[config.mk]
export PLATFORM = sky130hd
export DESIGN_NAME = psda_access
export DESIGN_NICKNAME = d
export VERILOG_FILES = /design/src/hw/psda_pkg.sv /design/src/hw/psda_access.sv
export SDC_FILE = /design/constraint.sdc
export NUM_CORES = 1
export LEC_CHECK = 0
export BUFFER_PORTS_ARGS = -buffer_cell sky130_fd_sc_hd__buf_2
export CORE_MARGIN = 4
export CORE_UTILIZATION = 32
export CTS_BUF_LIST = sky130_fd_sc_hd__clkbuf_16
export CTS_CLUSTER_DIAMETER = 50
export DETAILED_ROUTE_END_ITERATION = 10
export PLACE_DENSITY = 0.58
export REMOVE_ABC_BUFFERS = 1
export SKIP_LAST_GASP = 1
export SLEW_MARGIN = 20
export SYNTH_ARGS = -nofsm -noshare
export SYNTH_HDL_FRONTEND = slang
export SYNTH_SLANG_ARGS = --single-unit
[constraint.sdc]
create_clock -name i_clk -period 1.9 [get_ports i_clk]
set_input_delay 0 -clock i_clk [delete_from_list [all_inputs] [get_ports i_clk]]
set_output_delay 0 -clock i_clk [all_outputs]
set_load 0.05 [all_outputs]
[src/hw/psda_pkg.sv]
// package for the program space data access block
// assumes one core clock; constants shared by design and bench
package psda_pkg;
    // register port indices
    localparam logic [3:0] REG_CORE_CTRL = 4'h0;
    localparam logic [3:0] REG_WIN_PAGE = 4'h1;
    localparam logic [3:0] REG_TBL_PAGE = 4'h2;
    localparam logic [3:0] REG_STATUS = 4'h3;
    // field positions
    localparam int WIN_EN_BIT = 0;
    localparam int CFG_SEL_BIT = 7;
    localparam int ST_WIN_BIT = 2;
    localparam int ST_ZERO_BIT = 3;
    localparam int ST_BUSY_BIT = 4;
    // reset values
    localparam logic [7:0] WIN_PAGE_RST = 8'h00;
    localparam logic [7:0] TBL_PAGE_RST = 8'h00;
    localparam logic WIN_EN_RST = 1'b0;
    // widths
    localparam int PW = 24;
    localparam int DW = 16;
    // data space layout defaults
    localparam logic [15:0] DM_BYTES_DEF = 16'h0100;
    localparam logic [15:0] Y_FIRST_DEF = 16'h0080;
    localparam logic [15:0] Y_LAST_DEF = 16'h00ff;
    // extra cycles for window accesses
    localparam logic [1:0] EXTRA_FAST = 2'h1;
    localparam logic [1:0] EXTRA_SLOW = 2'h2;
    localparam logic [1:0] EXTRA_NONE = 2'h0;
    // request kinds
    typedef enum logic [2:0] {
        OP_DATA_READ,
        OP_TABLE_READ_LOW,
        OP_TABLE_READ_HIGH,
        OP_TABLE_WRITE_LOW,
        OP_TABLE_WRITE_HIGH
    } psda_op_t;
    // pointer register used by a dual-operand access
    typedef enum logic [1:0] {
        PTR_X_POINTER_FIRST,
        PTR_X_POINTER_SECOND,
        PTR_Y_POINTER_FIRST,
        PTR_Y_POINTER_SECOND
    } psda_ptr_t;
    // source of the x-path answer
    typedef enum logic [1:0] {
        SRC_TABLE,
        SRC_WINDOW,
        SRC_DATA,
        SRC_ZERO
    } psda_src_t;
endpackage

[src/hw/psda_access.sv]
// program space data access: table reads and writes, data window into
// program memory, window stall cycles and x/y region decode.
// assumes program and data memories answer reads one cycle after the strobe.
//
// The plain strobed port and the register addresses were decided locally.
`timescale 1ns/1ns
`default_nettype none
module psda_access #(
    parameter logic [15:0] DM_BYTES = psda_pkg::DM_BYTES_DEF,
    parameter logic [15:0] Y_FIRST = psda_pkg::Y_FIRST_DEF,
    parameter logic [15:0] Y_LAST = psda_pkg::Y_LAST_DEF
) (
    // clock and reset
    input wire logic i_clk,
    input wire logic i_reset,
    // register port
    input wire logic [3:0] i_reg_addr,
    input wire logic [7:0] i_reg_wdata,
    input wire logic i_reg_wr,
    input wire logic i_reg_rd,
    output logic [7:0] o_reg_rdata,
    // core request
    input wire logic i_req,
    input wire psda_pkg::psda_op_t i_op,
    input wire logic i_byte,
    input wire logic [15:0] i_ea,
    input wire logic [15:0] i_wdata,
    input wire logic i_dual,
    input wire psda_pkg::psda_ptr_t i_ptr,
    input wire logic [15:0] i_ea_y,
    input wire logic i_fast_class,
    input wire logic i_in_repeat,
    input wire logic i_rep_special,
    output logic o_busy,
    output logic o_ack,
    output logic [15:0] o_xdata,
    output logic [15:0] o_ydata,
    // program memory
    output logic [23:0] o_pm_addr,
    output logic o_pm_rd,
    output logic o_pm_wr,
    output logic [2:0] o_pm_wmask,
    output logic [23:0] o_pm_wdata,
    input wire logic [23:0] i_pm_rdata,
    // data memory, x and y paths
    output logic [15:0] o_dm_addr,
    output logic o_dm_rd,
    input wire logic [15:0] i_dm_rdata,
    output logic [15:0] o_ym_addr,
    output logic o_ym_rd,
    input wire logic [15:0] i_ym_rdata
);
    // ****************************************
    // state
    // ****************************************
    typedef enum logic [2:0] {ST_IDLE, ST_ISSUE, ST_CAPTURE, ST_STALL, ST_DONE} psda_st_t;
    typedef struct packed {
        psda_st_t st;
        logic win_en;
        logic [7:0] wpage;
        logic [7:0] tpage;
        psda_pkg::psda_op_t op;
        logic byte_op;
        logic sel;
        psda_pkg::psda_src_t src;
        logic y_rd;
        logic y_zero;
        logic [1:0] extra;
        logic [1:0] cnt;
        logic [23:0] pm_addr;
        logic pm_rd;
        logic pm_wr;
        logic [2:0] pm_wmask;
        logic [23:0] pm_wdata;
        logic [15:0] dm_addr;
        logic dm_rd;
        logic [15:0] ym_addr;
        logic [15:0] xdata;
        logic [15:0] ydata;
        logic [7:0] rdata;
        logic [1:0] last_extra;
        logic last_win;
        logic last_zero;
    } psda_state_t;

    psda_state_t s_q;
    psda_state_t s_d;
    logic is_table;
    logic is_write;
    logic win_hit;
    logic in_y;
    logic in_mem;
    logic y_ptr;
    logic x_ok;
    logic x_in_y;
    logic [1:0] extra_w;
    logic [15:0] pm_lo;
    logic [7:0] pm_hi;

    // ****************************************
    // request decode
    // ****************************************
    // classify the incoming request
    always_comb begin
        is_table = (i_op != psda_pkg::OP_DATA_READ);
        is_write = (i_op == psda_pkg::OP_TABLE_WRITE_LOW) || (i_op == psda_pkg::OP_TABLE_WRITE_HIGH);
        // window test, table ops bypass it
        win_hit = !is_table && s_q.win_en && i_ea[15];
        // y region sits inside the lower half
        in_y = !i_ea_y[15] && (i_ea_y >= Y_FIRST) && (i_ea_y <= Y_LAST);
        in_mem = (i_ea < DM_BYTES);
        y_ptr = (i_ptr == psda_pkg::PTR_Y_POINTER_FIRST) || (i_ptr == psda_pkg::PTR_Y_POINTER_SECOND);
        // dual op: x pointers stay out of y, y pointers stay inside it
        x_in_y = (i_ea >= Y_FIRST) && (i_ea <= Y_LAST);
        x_ok = in_mem && !(i_dual && (y_ptr != x_in_y));
        if (!win_hit) begin
            extra_w = psda_pkg::EXTRA_NONE;
        end else if (i_in_repeat) begin
            extra_w = i_rep_special ? psda_pkg::EXTRA_SLOW : psda_pkg::EXTRA_NONE;
        end else begin
            extra_w = i_fast_class ? psda_pkg::EXTRA_FAST : psda_pkg::EXTRA_SLOW;
        end
    end

    // program word halves for the read mux
    assign pm_lo = i_pm_rdata[15:0];
    assign pm_hi = i_pm_rdata[23:16];

    // ****************************************
    // next state
    // ****************************************
    always_comb begin
        s_d = s_q;
        s_d.pm_rd = 1'b0;
        s_d.pm_wr = 1'b0;
        s_d.dm_rd = 1'b0;
        s_d.y_rd = 1'b0;
        // register writes
        if (i_reg_wr) begin
            if (i_reg_addr == psda_pkg::REG_CORE_CTRL) begin
                s_d.win_en = i_reg_wdata[psda_pkg::WIN_EN_BIT];
            end else if (i_reg_addr == psda_pkg::REG_WIN_PAGE) begin
                s_d.wpage = i_reg_wdata;
            end else if (i_reg_addr == psda_pkg::REG_TBL_PAGE) begin
                s_d.tpage = i_reg_wdata;
            end
        end
        // register reads, answered the next cycle
        s_d.rdata = 8'h00;
        if (i_reg_rd) begin
            if (i_reg_addr == psda_pkg::REG_CORE_CTRL) begin
                s_d.rdata[psda_pkg::WIN_EN_BIT] = s_q.win_en;
            end else if (i_reg_addr == psda_pkg::REG_WIN_PAGE) begin
                s_d.rdata = s_q.wpage;
            end else if (i_reg_addr == psda_pkg::REG_TBL_PAGE) begin
                s_d.rdata = s_q.tpage;
            end else if (i_reg_addr == psda_pkg::REG_STATUS) begin
                s_d.rdata[1:0] = s_q.last_extra;
                s_d.rdata[psda_pkg::ST_WIN_BIT] = s_q.last_win;
                s_d.rdata[psda_pkg::ST_ZERO_BIT] = s_q.last_zero;
                s_d.rdata[psda_pkg::ST_BUSY_BIT] = (s_q.st != ST_IDLE);
            end
        end
        case (s_q.st)
            ST_IDLE: begin
                if (i_req) begin
                    s_d.st = ST_ISSUE;
                    s_d.op = i_op;
                    s_d.byte_op = i_byte;
                    s_d.sel = i_ea[0];
                    s_d.extra = extra_w;
                    s_d.cnt = extra_w;
                    s_d.y_zero = 1'b0;
                    if (is_table) begin
                        // page over address, bit 0 stays byte select
                        s_d.src = psda_pkg::SRC_TABLE;
                        s_d.pm_addr = {s_q.tpage, i_ea};
                        s_d.pm_rd = !is_write;
                        s_d.pm_wr = is_write;
                        // only high table writes reach the upper byte
                        if (i_op == psda_pkg::OP_TABLE_WRITE_HIGH) begin
                            s_d.pm_wmask = (i_byte && i_ea[0]) ? 3'h0 : 3'h4;
                            s_d.pm_wdata = {i_wdata[7:0], 16'h0000};
                        end else begin
                            s_d.pm_wmask = !i_byte ? 3'h3 : (i_ea[0] ? 3'h2 : 3'h1);
                            s_d.pm_wdata = i_byte ? {8'h00, i_wdata[7:0], i_wdata[7:0]} : {8'h00, i_wdata};
                        end
                    end else if (win_hit) begin
                        s_d.src = psda_pkg::SRC_WINDOW;
                        s_d.pm_addr = {1'b0, s_q.wpage, i_ea[14:0]};
                        s_d.pm_rd = 1'b1;
                    end else if (x_ok) begin
                        s_d.src = psda_pkg::SRC_DATA;
                        s_d.dm_addr = i_ea;
                        s_d.dm_rd = 1'b1;
                    end else begin
                        s_d.src = psda_pkg::SRC_ZERO;
                    end
                    // second path only for dual-operand reads
                    if (i_dual && !is_table) begin
                        s_d.ym_addr = i_ea_y;
                        s_d.y_rd = in_y;
                        // y pointers outside y read zero
                        s_d.y_zero = !in_y;
                    end
                end
            end
            ST_ISSUE: begin
                s_d.st = ST_CAPTURE;
            end
            ST_CAPTURE: begin
                s_d.st = (s_q.cnt != 2'h0) ? ST_STALL : ST_DONE;
                s_d.xdata = 16'h0000;
                case (s_q.src)
                    psda_pkg::SRC_TABLE: begin
                        if (s_q.op == psda_pkg::OP_TABLE_READ_LOW) begin
                            // low word or one of its bytes
                            if (!s_q.byte_op) begin
                                s_d.xdata = pm_lo;
                            end else begin
                                s_d.xdata = {8'h00, s_q.sel ? pm_lo[15:8] : pm_lo[7:0]};
                            end
                        end else if (s_q.op == psda_pkg::OP_TABLE_READ_HIGH) begin
                            // upper byte, phantom byte is zero
                            if (!s_q.byte_op || !s_q.sel) begin
                                s_d.xdata = {8'h00, pm_hi};
                            end
                        end
                    end
                    psda_pkg::SRC_WINDOW: begin
                        s_d.xdata = (s_q.byte_op) ? {8'h00, s_q.sel ? pm_lo[15:8] : pm_lo[7:0]} : pm_lo;
                    end
                    psda_pkg::SRC_DATA: begin
                        s_d.xdata = (s_q.byte_op) ? {8'h00, s_q.sel ? i_dm_rdata[15:8] : i_dm_rdata[7:0]} : i_dm_rdata;
                    end
                    default: begin
                        s_d.xdata = 16'h0000;
                    end
                endcase
                s_d.ydata = s_q.y_zero ? 16'h0000 : i_ym_rdata;
                s_d.last_extra = s_q.extra;
                s_d.last_win = (s_q.src == psda_pkg::SRC_WINDOW);
                s_d.last_zero = (s_q.src == psda_pkg::SRC_ZERO) || s_q.y_zero;
            end
            ST_STALL: begin
                // burn the window cost
                s_d.cnt = s_q.cnt - 2'h1;
                if (s_q.cnt == 2'h1) begin
                    s_d.st = ST_DONE;
                end
            end
            default: begin
                s_d.st = ST_IDLE;
            end
        endcase
    end

    // ****************************************
    // registers
    // ****************************************
    always_ff @(posedge i_clk) begin
        if (i_reset) begin
            s_q <= '0;
            s_q.st <= ST_IDLE;
            s_q.win_en <= psda_pkg::WIN_EN_RST;
            s_q.wpage <= psda_pkg::WIN_PAGE_RST;
            s_q.tpage <= psda_pkg::TBL_PAGE_RST;
        end else begin
            s_q <= s_d;
        end
    end

    // outputs
    assign o_reg_rdata = s_q.rdata;
    assign o_busy = (s_q.st != ST_IDLE);
    assign o_ack = (s_q.st == ST_DONE);
    assign o_xdata = s_q.xdata;
    assign o_ydata = s_q.ydata;
    assign o_pm_addr = s_q.pm_addr;
    assign o_pm_rd = s_q.pm_rd;
    assign o_pm_wr = s_q.pm_wr;
    assign o_pm_wmask = s_q.pm_wmask;
    assign o_pm_wdata = s_q.pm_wdata;
    assign o_dm_addr = s_q.dm_addr;
    assign o_dm_rd = s_q.dm_rd;
    assign o_ym_addr = s_q.ym_addr;
    assign o_ym_rd = s_q.y_rd;
endmodule
`default_nettype wire

* Word level (Yosys, flattened, before mapping)
Index checks and enable logic that the tools add are counted.
Operators by class: add/subtract/negate cells 1, $mul 0, divide/modulo/power cells 0, order comparisons 5, equal/unequal tests 20, shift-type cells 0, mux-type cells 40, bitwise gates (word level) 8, reduce and logical (&&, ||, !) cells 44
Operators by type and width (count):
- $mux 16 | 6
- $mux 88 | 1
- $mux 17 | 3
- $mux 25 | 2
- $pmux 16 s3 | 1
- $mux 8 | 5
- $ge 16x8->1 const B | 2
- $le 16x8->1 const B | 2
- $mux 28 | 1
- $mux 27 | 1
- $lt 16x9->1 const B | 1
- $mux 2 | 8
- $mux 3 | 5
- $eq 3x2->1 const B | 4
- $pmux 3 s4 | 1
- $reduce_and 3->1 | 4
- $mux 5 | 2
- $logic_and 1x1->1 | 9
- $eq 2x2->1 const B | 4
- $eq 4x2->1 const B | 2
- $not 1->1 | 8
- $reduce_and 2->1 | 4
- $reduce_or 4->1 | 2
- $logic_not 1->1 | 7
- other kinds (20) | 33
Word-level totals: flip-flop bits (word level) 163, bits in latches 0, bits in writable memories 0, bits in read-only memories 0, input port bits 131, output and inout bits 129, word-level logic and storage cells 145, memories 0

* Depth between registers and ports, before layout
Gate-level depths: netlist of the first run.
depth in word-level cells 11, mapped depth 7

* Worst setup path before layout of the first run
Ideal clock, no wire load.
path kind register to register, from register s_q[160] in the netlist's numbering, to register s_q (netlist bit o_xdata[7]), library setup time 139 ps, data arrival time 1551 ps, required time 1761 ps, slack 210 ps, cell stages (with the launch flop) 6, path buffers 2, path through dfxtp_1 buf_2 or3b_2 buf_2 a222oi_1 a221oi_1
On the way: word-level cells in the longest chain between the ends 1
Ends and longest elaborated chain:
- start: declaration | RTL line psda_access.sv:86 | psda_state_t s_q;
- $eq 3x2->1 | RTL line psda_access.sv:164 | case (s_q.st)
Every way passes these cells. A chain may end at the register's enable or synchronous reset.

* Worst setup path after layout of the first run
from register s_q[141] in the netlist's numbering, to register s_q (netlist bit o_xdata[14])
On the way: word-level cells in the longest chain between the ends 3
Ends and longest elaborated chain:
- $eq 3x1->1 | RTL line psda_access.sv:216 | if (s_q.op == psda_pkg::OP_TABLE_READ_LOW) begin
- $mux 16 | RTL line psda_access.sv:216
- $pmux 16 s3 | RTL line psda_access.sv:214 | case (s_q.src)
Every way passes these cells.

==> results.txt, run 1 <==
Status -> finished, final reports clean
Cell variety after synth -> 53
Antenna viol nets, final -> 0
H-tree levels -> 4
Seq/Total Area, Yosys -> 43.66%
Clock transition at the registers of the reported paths -> 0.07 ns
Critical path cell sequence -> o41ai_4 > buf_6 > a22oi_1 > dlygate4sd3_1 > o21ai_0
Final Util -> 43.64%
Final estimated routing congestion in global placement -> 0.7572
Layout area overhead -> 33.00%
Setup violators final -> 0
Worst Skew -> 0.007972 ns
Cts bufs inserted -> 17
WL final -> 21480 microns
Peak VDD IR -> 0.5403 mV
GRT overflow -> 0
Critical Path Sink Type -> flop
Critical path class -> reg2reg
Max clock buf depth -> 2
Worst-Margin Slew -> 0.6165 ns
Hpwl dp -> 15320 microns
Starting Density -> 32.81%
Final count of pins violating max slew -> 0
Cell taking the most area after synthesis -> dfxtp_1
GR Util All Layers -> 16.06%
Io pins -> 260
Final period util -> 96.32%
Vias per cell -> 4.600
DRC viols -> 0
Avg Inst Size Synth -> 9.114 sq um
Slowest CP cell -> dlygate4sd3_1
Power Dens Cells -> 864.7 mW/mm^2
Die Area -> 0.02586 sq mm
Final worst slack -> 0.06991 ns
Final Hold Vio Count -> 0
Final net count -> 1192
P_leak -> 4.346 nW
Drt first pass iters -> 7
Post-synth top area share -> 43.66%
Worst Path Required -> 2.24 ns
Peak Freq -> 546.4 MHz
RSZ-0062 raised after global routing -> yes
# fillers -> 2243
Initial drt markers -> 336
Count leader, synth -> dfxtp_1
Die H -> 160.8 microns
Synth warn -> 0
Critical path buffer and inverter count -> 2
Largest cells by area after synthesis -> dfxtp_1 44%, buf_4 13%, nand2_1 5.0%
Post-synthesis register bit count -> 163
Cell row count -> 55
Startpoint types -> flop
Mapped Cells -> 820
Async SR Flop Fraction -> 0%
Via count -> 6375
Tot Pwr -> 8.594 mW
EDFF count, synth -> 0
Final Critical Period -> 1.830 ns
Top FF cell, synth -> dfxtp_1
Pre-CTS WS -> 0.09122 ns
Max-Cap Viols -> 0
Global-route wire length before repair -> 33830 microns
Vias in the first global route -> 6352
Port bufs -> 258
Initial antenna violation count -> 1
Clock Sinks -> 163
Largest net degree at the start of global routing -> 35
TritonCTS clock tree -> yes
CP arrival -> 2.17 ns
CTS Root Cell -> clkbuf_16
Worst-path fanout max -> 7
Core Region -> 0.02278 sq mm
Post-Syn Area -> 0.007473 sq mm
Top Family by Delay on Critical Path -> buffers and inverters
Clk_lat worst skew -> 0.42 ns
Hold Crit Class -> in2reg
CP max stage delay -> 0.57 ns
DR WL/cell -> 15.49 microns
Slew Limit Headroom -> 58.75%
Most frequent cells after synthesis -> 163 x dfxtp_1, 128 x buf_4, 100 x nand2_1
Die X-Extent -> 160.8 microns
Layout cells sized above 1 -> 34.05%
[sequential cells by signal, summed over array words and instances (netlist names)]
name and cells:
o_dm_rd 1, o_dm_addr 16, o_pm_wr 1, o_pm_rd 1, s_q 36, o_pm_addr 24, o_pm_wdata 24, o_pm_wmask 3
o_reg_rdata 8, o_ym_addr 16, o_xdata 16, o_ym_rd 1, o_ydata 16
[what timing repair did]
item                                    CTS  global route
buffers inserted                          0             5
hold buffers                             95             0
gates resized for setup                   0            13
endpoints found under the hold margin   126             0
endpoints found under the setup margin    0            12
[power breakdown]
| part | total [mW] | leakage (nW) | switching, mW | internal, mW |
|---|---|---|---|---|
| clock network | 3.58 | 0.287 | 1.49 | 2.09 |
| logic | 1.42 | 2.74 | 0.845 | 0.574 |
| registers | 3.60 | 1.32 | 0.0693 | 3.53 |
| total | 8.59 | 4.35 | 2.41 | 6.19 |
[cell type report]
class                      count  area, sq um  share of cell area, %
clock buffer                  17        425.4                  4.280
inverter                       7        26.28                 0.2644
clock inverter                15        180.2                  1.813
antenna                        1        2.502                0.02518
timing repair buffer         391         2621                  26.37
sequential                   163         3266                  32.85
tap                          313        391.6                  3.940
multi-input combinational    479         3027                  30.45
[logic make-up (layout without fill, tap and decap cells)]
group | count (synthesis) | count (layout) | share of synthesized area, %
compound gates | 165 | 165 | 14.88
fa+ha+maj | 2 | 2 | 0.3348
xor+xnor | 1 | 1 | 0.1172
other cells | 0 | 1 | 0
simple gates | 257 | 257 | 17.21
mux | 54 | 54 | 7.752
flops | 163 | 163 | 43.66
buf+inv | 178 | 430 | 16.04
[worst min-delay path: cells and delay by family]
kind / cells / cell delay [ns]
AOI/OAI and AO/OA: 1 / 0.06
buffers and inverters: 1 / 0.08
muxes: 1 / 0.06
and+or+nand+nor: 2 / 0.20
[layout by cell type, fill, tap and decap left out, types with 5 or more instances in the layout]
cell / instances
nand2_1: 100
clkbuf_16: 17
buf_4: 31
nand3_1: 9
a221oi_1: 8
o2bb2ai_1: 7
nor3b_1: 10
nand2b_1: 18
a21oi_1: 55
nor2b_1: 6
mux2i_1: 32
dlygate4sd3_1: 95
buf_2: 257
inv_1: 8
nor3_1: 12
o21ai_1: 5
a21boi_0: 7
o21ai_0: 11
buf_12: 7
nor2_1: 58
a22o_1: 15
nand3b_1: 18
dfxtp_1: 161
mux2_2: 21
a22oi_1: 46
[final timing paths]
kind	startpoint	end	slack (ns)	depth (start not counted)
worst min-delay path	i_wdata[13]	o_pm_wdata[13]	0.02	5
worst max-delay path	s_q[141]	o_xdata[14]	0.07	5
worst max register to register	s_q[141]	o_xdata[14]	0.07	5
worst min register to register	o_xdata[12]	o_xdata[12]	0.45	2
[routing by layer]
metal	wire length [microns]	track usage [%]	vias up	part of all wire, %
met5	0	0	-	0
met4	393	4.692	0	1.8
met3	1232	4.106	32	5.7
met2	10520	27.76	207	49
met1	9326	19.77	2936	43
li1	-	-	3200	-
[metrics by stage]
step	instances	cell area (sq um)	TNS [ns]	hold slack, ns
floorplan	649	6301	-3.592	0.06907
global placement	1252	8318	0	0.2360
detailed placement	1252	8318	0	0.2411
CTS	1379	9874	0	0.0004669
global route	1386	9940	-0.02961	0.02080
finish	1386	9940	0	0.02039
(Power assumes the default switching activity.)
==> inputs of run 2 (changes only) <==
- CTS_BUF_LIST: sky130_fd_sc_hd__clkbuf_16 -> not set
- REMOVE_ABC_BUFFERS: 1 -> not set
==> run 2 against run 1 <==
  * Core utilization fell by 0.53 points
  * Maximum frequency rose by 5.1%
  * Design area fell by 1.2%
  * Sequential cell count did not move
  * Register-to-register slack improved by 0.09 ns
  * Cell count fell by 0.79%
  * Critical path depth rose by 1
  * First-iteration DRC count fell by 1.8%
  * Setup slack improved by 0.089 ns
  * Count of clock-buffer cells in the layout rose by 1
  * Sequential power barely moved
  * Clock skew rose by 0.0088 ns
==> results.txt, run 2 (same netlist as run 1, synthesis figures left out) <==
Status -> finished, final reports clean
Io pins -> 260 (unchanged)
Initial drt markers -> 330 (-1.8%)
Setup violators final -> 0 (unchanged)
Worst-Margin Slew -> 0.6083 ns (-0.008204 ns)
Drt first pass iters -> 5 (-2)
CTS Root Cell -> clkbuf_16
Clk_lat worst skew -> 0.42 ns (about the same)
DRC viols -> 0 (unchanged)
Hold endpoint -> o_pm_wdata[14]
Die X-Extent -> 160.8 microns (unchanged)
Critical Path Sink Type -> flop
Layout area overhead -> 31.39%
Largest reg by FF count -> s_q
Die H -> 160.8 microns (unchanged)
GRT overflow -> 0 (unchanged)
Hold Crit Class -> in2reg
Most frequent CP cell -> buf_4
Initial antenna violation count -> 1 (unchanged)
Slew Limit Headroom -> 59.30% (+0.55 points)
Core Region -> 0.02278 sq mm (unchanged)
Final count of pins violating max slew -> 0 (unchanged)
Pre-CTS WS -> 0.1560 ns (+0.06480 ns)
Slowest CP cell -> or4b_4
Most frequent cells in the layout -> 257 x buf_2, 163 x dfxtp_1, 100 x nand2_1, 93 x dlygate4sd3_1, 58 x nor2_1
GR Util All Layers -> 16.28% (+0.21 points)
Port bufs -> 258 (unchanged)
Cell row count -> 55 (unchanged)
Layout cells sized above 1 -> 33.58% (-0.46 points)
Vias in the first global route -> 6335 (-0.27%)
Clock Sinks -> 163 (unchanged)
Multi-input gate area in the final layout -> 0.003015 sq mm (-0.37%)
Max clock buf depth -> 2 (unchanged)
Worst Skew -> 0.01676 ns (+0.008784 ns)
Peak Freq -> 574.2 MHz (+5.1%)
RSZ-0062 raised after global routing -> no
P_leak -> 4.318 nW (-0.64%)
Power Dens Cells -> 877.3 mW/mm^2 (+1.5%)
Final Critical Period -> 1.741 ns (-0.08865 ns)
Final Util -> 43.11% (-0.53 points)
Seq. cell area -> 0.003263 sq mm (about the same)
DR WL/cell -> 15.78 microns (+1.8%)
Worst-path fanout max -> 17 (+10)
Tot Pwr -> 8.615 mW (+0.24%)
Starting Density -> 32.81% (unchanged)
Hold Path Origin -> i_wdata[14]
Critical path class -> reg2reg
Cts bufs inserted -> 17 (unchanged)
Largest net degree at the start of global routing -> 45 (+29%)
Global-route wire length before repair -> 34110 microns (+0.84%)
Final net count -> 1182 (-0.84%)
FF-to-FF path depth -> 6 (+1)
TNS Setup -> 0 ns (unchanged)
Die Area -> 0.02586 sq mm (unchanged)
CP arrival -> 2.10 ns (-0.07 ns)
Hpwl dp -> 15630 microns (+2.0%)
Cts repair resizes -> 0 (unchanged)
H-tree levels -> 4 (unchanged)
FF-to-FF End -> o_pm_wdata[21]
Vias per cell -> 4.596 (about the same)
Clock transition at the registers of the reported paths -> 0.07 ns (about the same)
Reg2reg start -> s_q[160]
Final Hold Vio Count -> 0 (unchanged)
Worst R2R Setup Slack -> 0.16 ns (+0.09 ns)
# fillers -> 2266 (+1.0%)
Max-Cap Viols -> 0 (unchanged)
Final estimated routing congestion in global placement -> 0.7989 (+5.5%)
Antenna viol nets, final -> 0 (unchanged)
Worst hold stages -> 5 (unchanged)
CP max stage delay -> 0.61 ns (+0.04 ns)
Final worst slack -> 0.1586 ns (+0.08865 ns)
Via count -> 6319 (-0.88%)
Critical path cell sequence -> or4b_4 > buf_4 > nor2_2 > buf_4 > a22oi_1 > nor2_1
TritonCTS clock tree -> yes
Peak VDD IR -> 0.5163 mV (-4.4%)
Final period util -> 91.65% (-4.7 points)
Startpoint types -> flop
Syn nets -> 953
Worst Path Required -> 2.26 ns (+0.02 ns)
Commonest non-fill, non-tap cell in the layout -> buf_2
WL final -> 21700 microns (+1.0%)
Worst hold margin -> 0.005887 ns (-0.01451 ns)
Largest register FFs -> 36 (unchanged)
-- run 2: cell count changes in the layout (fill, tap and decap cells not counted), sizes merged --
cell / change
buf: -8
clkbuf: +1
clkinv: +3
inv: -3
dlygate4sd3: -2
clkinvlp: -4
diode: +1
bufinv: +1
-- run 2: metrics by stage --
step | cells | instance area [sq um]
finish | 1375 | 9819
detailed placement | 1250 | 8265
global placement | 1250 | 8265
CTS | 1373 | 9814
global route | 1374 | 9817
floorplan | 820 | 7473
-- run 2: how the worst max path moves through the flow --
stage	slack, ns	startpoint	to	depth (start not counted)
after floorplan	0.21	s_q[160]	o_xdata[7]	5
after global placement	0.20	s_q[160]	o_pm_addr[15]	5
after detailed placement	0.16	s_q[160]	o_pm_addr[20]	4
after CTS	0.15	s_q[160]	o_pm_addr[20]	4
after global routing	0.03	s_q[161]	o_xdata[13]	5
final	0.16	s_q[160]	o_pm_wdata[21]	6
-- run 2: critical path, delay by kind of cell (launching register included) --
family,cells,cell delay (ns)
AOI/OAI and AO/OA,1,0.09
buffers and inverters,2,0.41
DFF,1,0.35
and+or+nand+nor,3,0.83
-- run 2: final cells by class --
cell class | instances | area share (%)
flip-flops and latches | 163 | 33.23
multi-input cells | 479 | 30.71
clock inverters | 12 | 1.822
well taps | 313 | 3.988
clock buffers | 18 | 4.472
inverters | 7 | 0.2676
diodes | 2 | 0.05097
repair buffers | 381 | 25.46
-- run 2: power breakdown --
group | internal (mW) | switching, mW | total (mW)
registers | 3.53 | 0.0719 | 3.60
logic | 0.532 | 0.832 | 1.36
clock network | 2.23 | 1.42 | 3.65
total | 6.29 | 2.32 | 8.62
-- run 2: layer usage --
metal  track usage (%)  up-vias  wire length (microns)
met2             27.30      207                  10290
met3             5.337       11                   1616
met5                 0        -                      0
met4             3.955        0                    212
met1             20.32     2932                   9574
li1                  -     3169                      -
-- run 2: repair_timing --
item,4_1_cts,5_1_grt
hold endpoints to repair,125,0
setup buffers,0,0
hold buffers,93,0
==> inputs of run 3 (changes only) <==
- BUFFER_PORTS_ARGS: -buffer_cell sky130_fd_sc_hd__buf_2 -> -buffer_cell sky130_fd_sc_hd__buf_4
- GPL_TIMING_DRIVEN: not set -> 1
==> run 3 against run 2 <==
  * Sequential cell count did not move
  * Setup slack got worse by 0.092 ns
  * Register-to-register slack worse by 0.09 ns
  * Combinational power rose by 14%
  * Core utilization up 3.5 points
  * Critical endpoint is now o_xdata[13]
==> results.txt, run 3 (same netlist as run 1, synthesis figures left out) <==
Status -> finished, final reports clean
Slew Limit Headroom -> 56.23% (-3.1 points)
Clock Sinks -> 163 (unchanged)
Syn nets -> 953 (unchanged)
Final estimated routing congestion in global placement -> 0.7902 (-1.1%)
Slowest CP cell -> dlygate4sd3_1
Die X-Extent -> 160.8 microns (unchanged)
CP max stage delay -> 0.56 ns (-0.05 ns)
Largest net degree at the start of global routing -> 49 (+8.9%)
Drt first pass iters -> 5 (unchanged)
CTS Root Cell -> clkbuf_16
Placed cell areas -> 0.008921 sq mm (+7.9%)
Core Region -> 0.02278 sq mm (unchanged)
Final worst slack -> 0.06616 ns (-0.09240 ns)
Clk_lat worst skew -> 0.43 ns (about the same)
Placed insts -> 1250 (unchanged)
Critical path class -> reg2reg
Worst Path Required -> 2.25 ns (about the same)
Global-route wire length before repair -> 36000 microns (+5.5%)
Antenna viol nets, final -> 0 (unchanged)
Starting Density -> 32.81% (unchanged)
Clock transition at the registers of the reported paths -> 0.07 ns (about the same)
Ant diodes -> 0 (-2)
DRC viols -> 0 (unchanged)
Setup violators final -> 0 (unchanged)
Met2 WL -> 10650 microns (+3.4%)
Peak VDD IR -> 0.5117 mV (-0.88%)
Final Util -> 46.59% (+3.5 points)
Layout cells sized above 1 -> 34.20% (+0.62 points)
Critical path cell sequence -> o41ai_4 > buf_4 > buf_6 > a22oi_1 > dlygate4sd3_1 > o21ai_0
TritonCTS clock tree -> yes
Peak Freq -> 545.3 MHz (-5.0%)
Most frequent cells in the layout -> 285 x buf_4, 160 x dfxtp_1, 100 x nand2_1, 100 x dlygate4sd3_1, 58 x nor2_1
Cts bufs inserted -> 17 (unchanged)
Initial antenna violation count -> 0 (-1)
Initial drt markers -> 379 (+15%)
H-tree levels -> 4 (unchanged)
Worst-path fanout max -> 6 (-11)
Hold endpoint -> o_xdata[7]
Wl on met1 -> 9978 microns (+4.2%)
FF-to-FF End -> o_xdata[13]
Switching share of total power -> 28.17% (+1.2 points)
Reg2reg start -> s_q[137]
Cell row count -> 55 (unchanged)
Commonest non-fill, non-tap cell in the layout -> buf_4
DR WL/cell -> 16.42 microns (+4.1%)
FF-to-FF path depth -> 6 (unchanged)
Internal Power -> 6.338 mW (+0.71%)
Hold Path Origin -> i_pm_rdata[23]
Design area -> 0.01061 sq mm (+8.1%)
GRT overflow -> 0 (unchanged)
DR top layer -> met4
Tot Pwr -> 8.824 mW (+2.4%)
P_leak -> 4.461 nW (+3.3%)
Hold Crit Class -> in2reg
Startpoint types -> flop
GR Util All Layers -> 17.22% (+0.95 points)
CP arrival -> 2.19 ns (+0.09 ns)
Max-Cap Viols -> 0 (unchanged)
Layout area overhead -> 42.01%
Final count of pins violating max slew -> 0 (unchanged)
Worst Skew -> 0.009733 ns (-0.007023 ns)
Port bufs -> 258 (unchanged)
Hpwl dp -> 16140 microns (+3.3%)
Largest reg by FF count -> s_q
WL final -> 22760 microns (+4.9%)
Largest register FFs -> 36 (unchanged)
Die H -> 160.8 microns (unchanged)
Final net count -> 1193 (+0.93%)
Clock Power Share -> 41.5% (-0.9 points)
Die Area -> 0.02586 sq mm (unchanged)
Final Critical Period -> 1.834 ns (+0.09240 ns)
# fillers -> 2163 (-4.5%)
Combinational Power Share -> 17.6% (+1.8 points)
Final Hold Vio Count -> 0 (unchanged)
Seq pwr share -> 40.9% (-0.9 points)
Worst R2R Setup Slack -> 0.07 ns (-0.09 ns)
Max clock buf depth -> 2 (unchanged)
Io pins -> 260 (unchanged)
Critical Path Sink Type -> flop
Via count -> 6441 (+1.9%)
Worst hold stages -> 3 (-2)
Vias in the first global route -> 6618 (+4.5%)
Power Dens Cells -> 831.4 mW/mm^2 (-5.2%)
Met3 wire length -> 1897 microns (+17%)
Worst-Margin Slew -> 0.6557 ns (+0.04740 ns)
Final period util -> 96.52% (+4.9 points)
Vias per cell -> 4.647 (+1.1%)
Non-filler cells, final -> 1386 (+0.80%)
Switching Power -> 2.486 mW (+7.1%)
Pre-CTS WS -> 0.1359 ns (-0.02011 ns)
## run 3: power groups by stage
stage | clock network, mW | registers [mW] | logic (mW)
finish | 3.66 | 3.61 | 1.55
global route | 3.92 | 3.62 | 1.67
CTS | 3.78 | 3.60 | 1.54
detailed placement | 0 | 3.68 | 1.36
global placement | 0 | 3.68 | 1.35
floorplan | 0 | 3.66 | 0.912
## run 3: how the worst max path moves through the flow
stage,startpoint,end,slack [ns],cells after the start
after floorplan,s_q[160],o_xdata[7],0.21,5
after global placement,s_q[162],o_pm_wdata[23],0.18,6
after detailed placement,s_q[162],o_pm_wmask[2],0.14,6
after CTS,i_reg_addr[3],s_q[155],0.02,7
after global routing,s_q[137],o_xdata[8],-0.004,5
final,s_q[137],o_xdata[13],0.07,6
## run 3: layout make-up
type,instances,area [sq um],area share [%]
tap,313,391.6,3.690
sequential,163,3269,30.81
clock inverter,15,197.7,1.863
multi-input combinational,479,3039,28.64
inverter,7,26.28,0.2476
timing repair buffer,392,3263,30.75
clock buffer,17,425.4,4.008
## run 3: repair_timing
action | 4_1_cts | 5_1_grt
gates resized for setup | 0 | 11
setup buffers | 0 | 3
setup endpoints to repair | 0 | 11
hold endpoints to repair | 122 | 0
hold buffers | 100 | 0
## run 3: per-stage QoR
stage	hold WS [ns]	TNS, ns
4_1_cts	0.0005995	0
6_report	0.01282	0
5_1_grt	0.01923	-0.003787
3_5_place_dp	0.2346	0
2_1_floorplan	0.1326	0
3_3_place_gp	0.2259	0
## run 3: critical path, delay by kind of cell (launching register included)
kind	cells	cell delay [ns]
flops	1	0.37
compound gates	3	0.57
buf+inv	3	0.85
## run 3: per-layer routing
metal / vias to the layer above / track usage (%)
met4: 0 / 3.839
met1: 2990 / 21.48
met2: 239 / 28.40
met3: 13 / 6.595
li1: 3199 / -
met5: - / 0
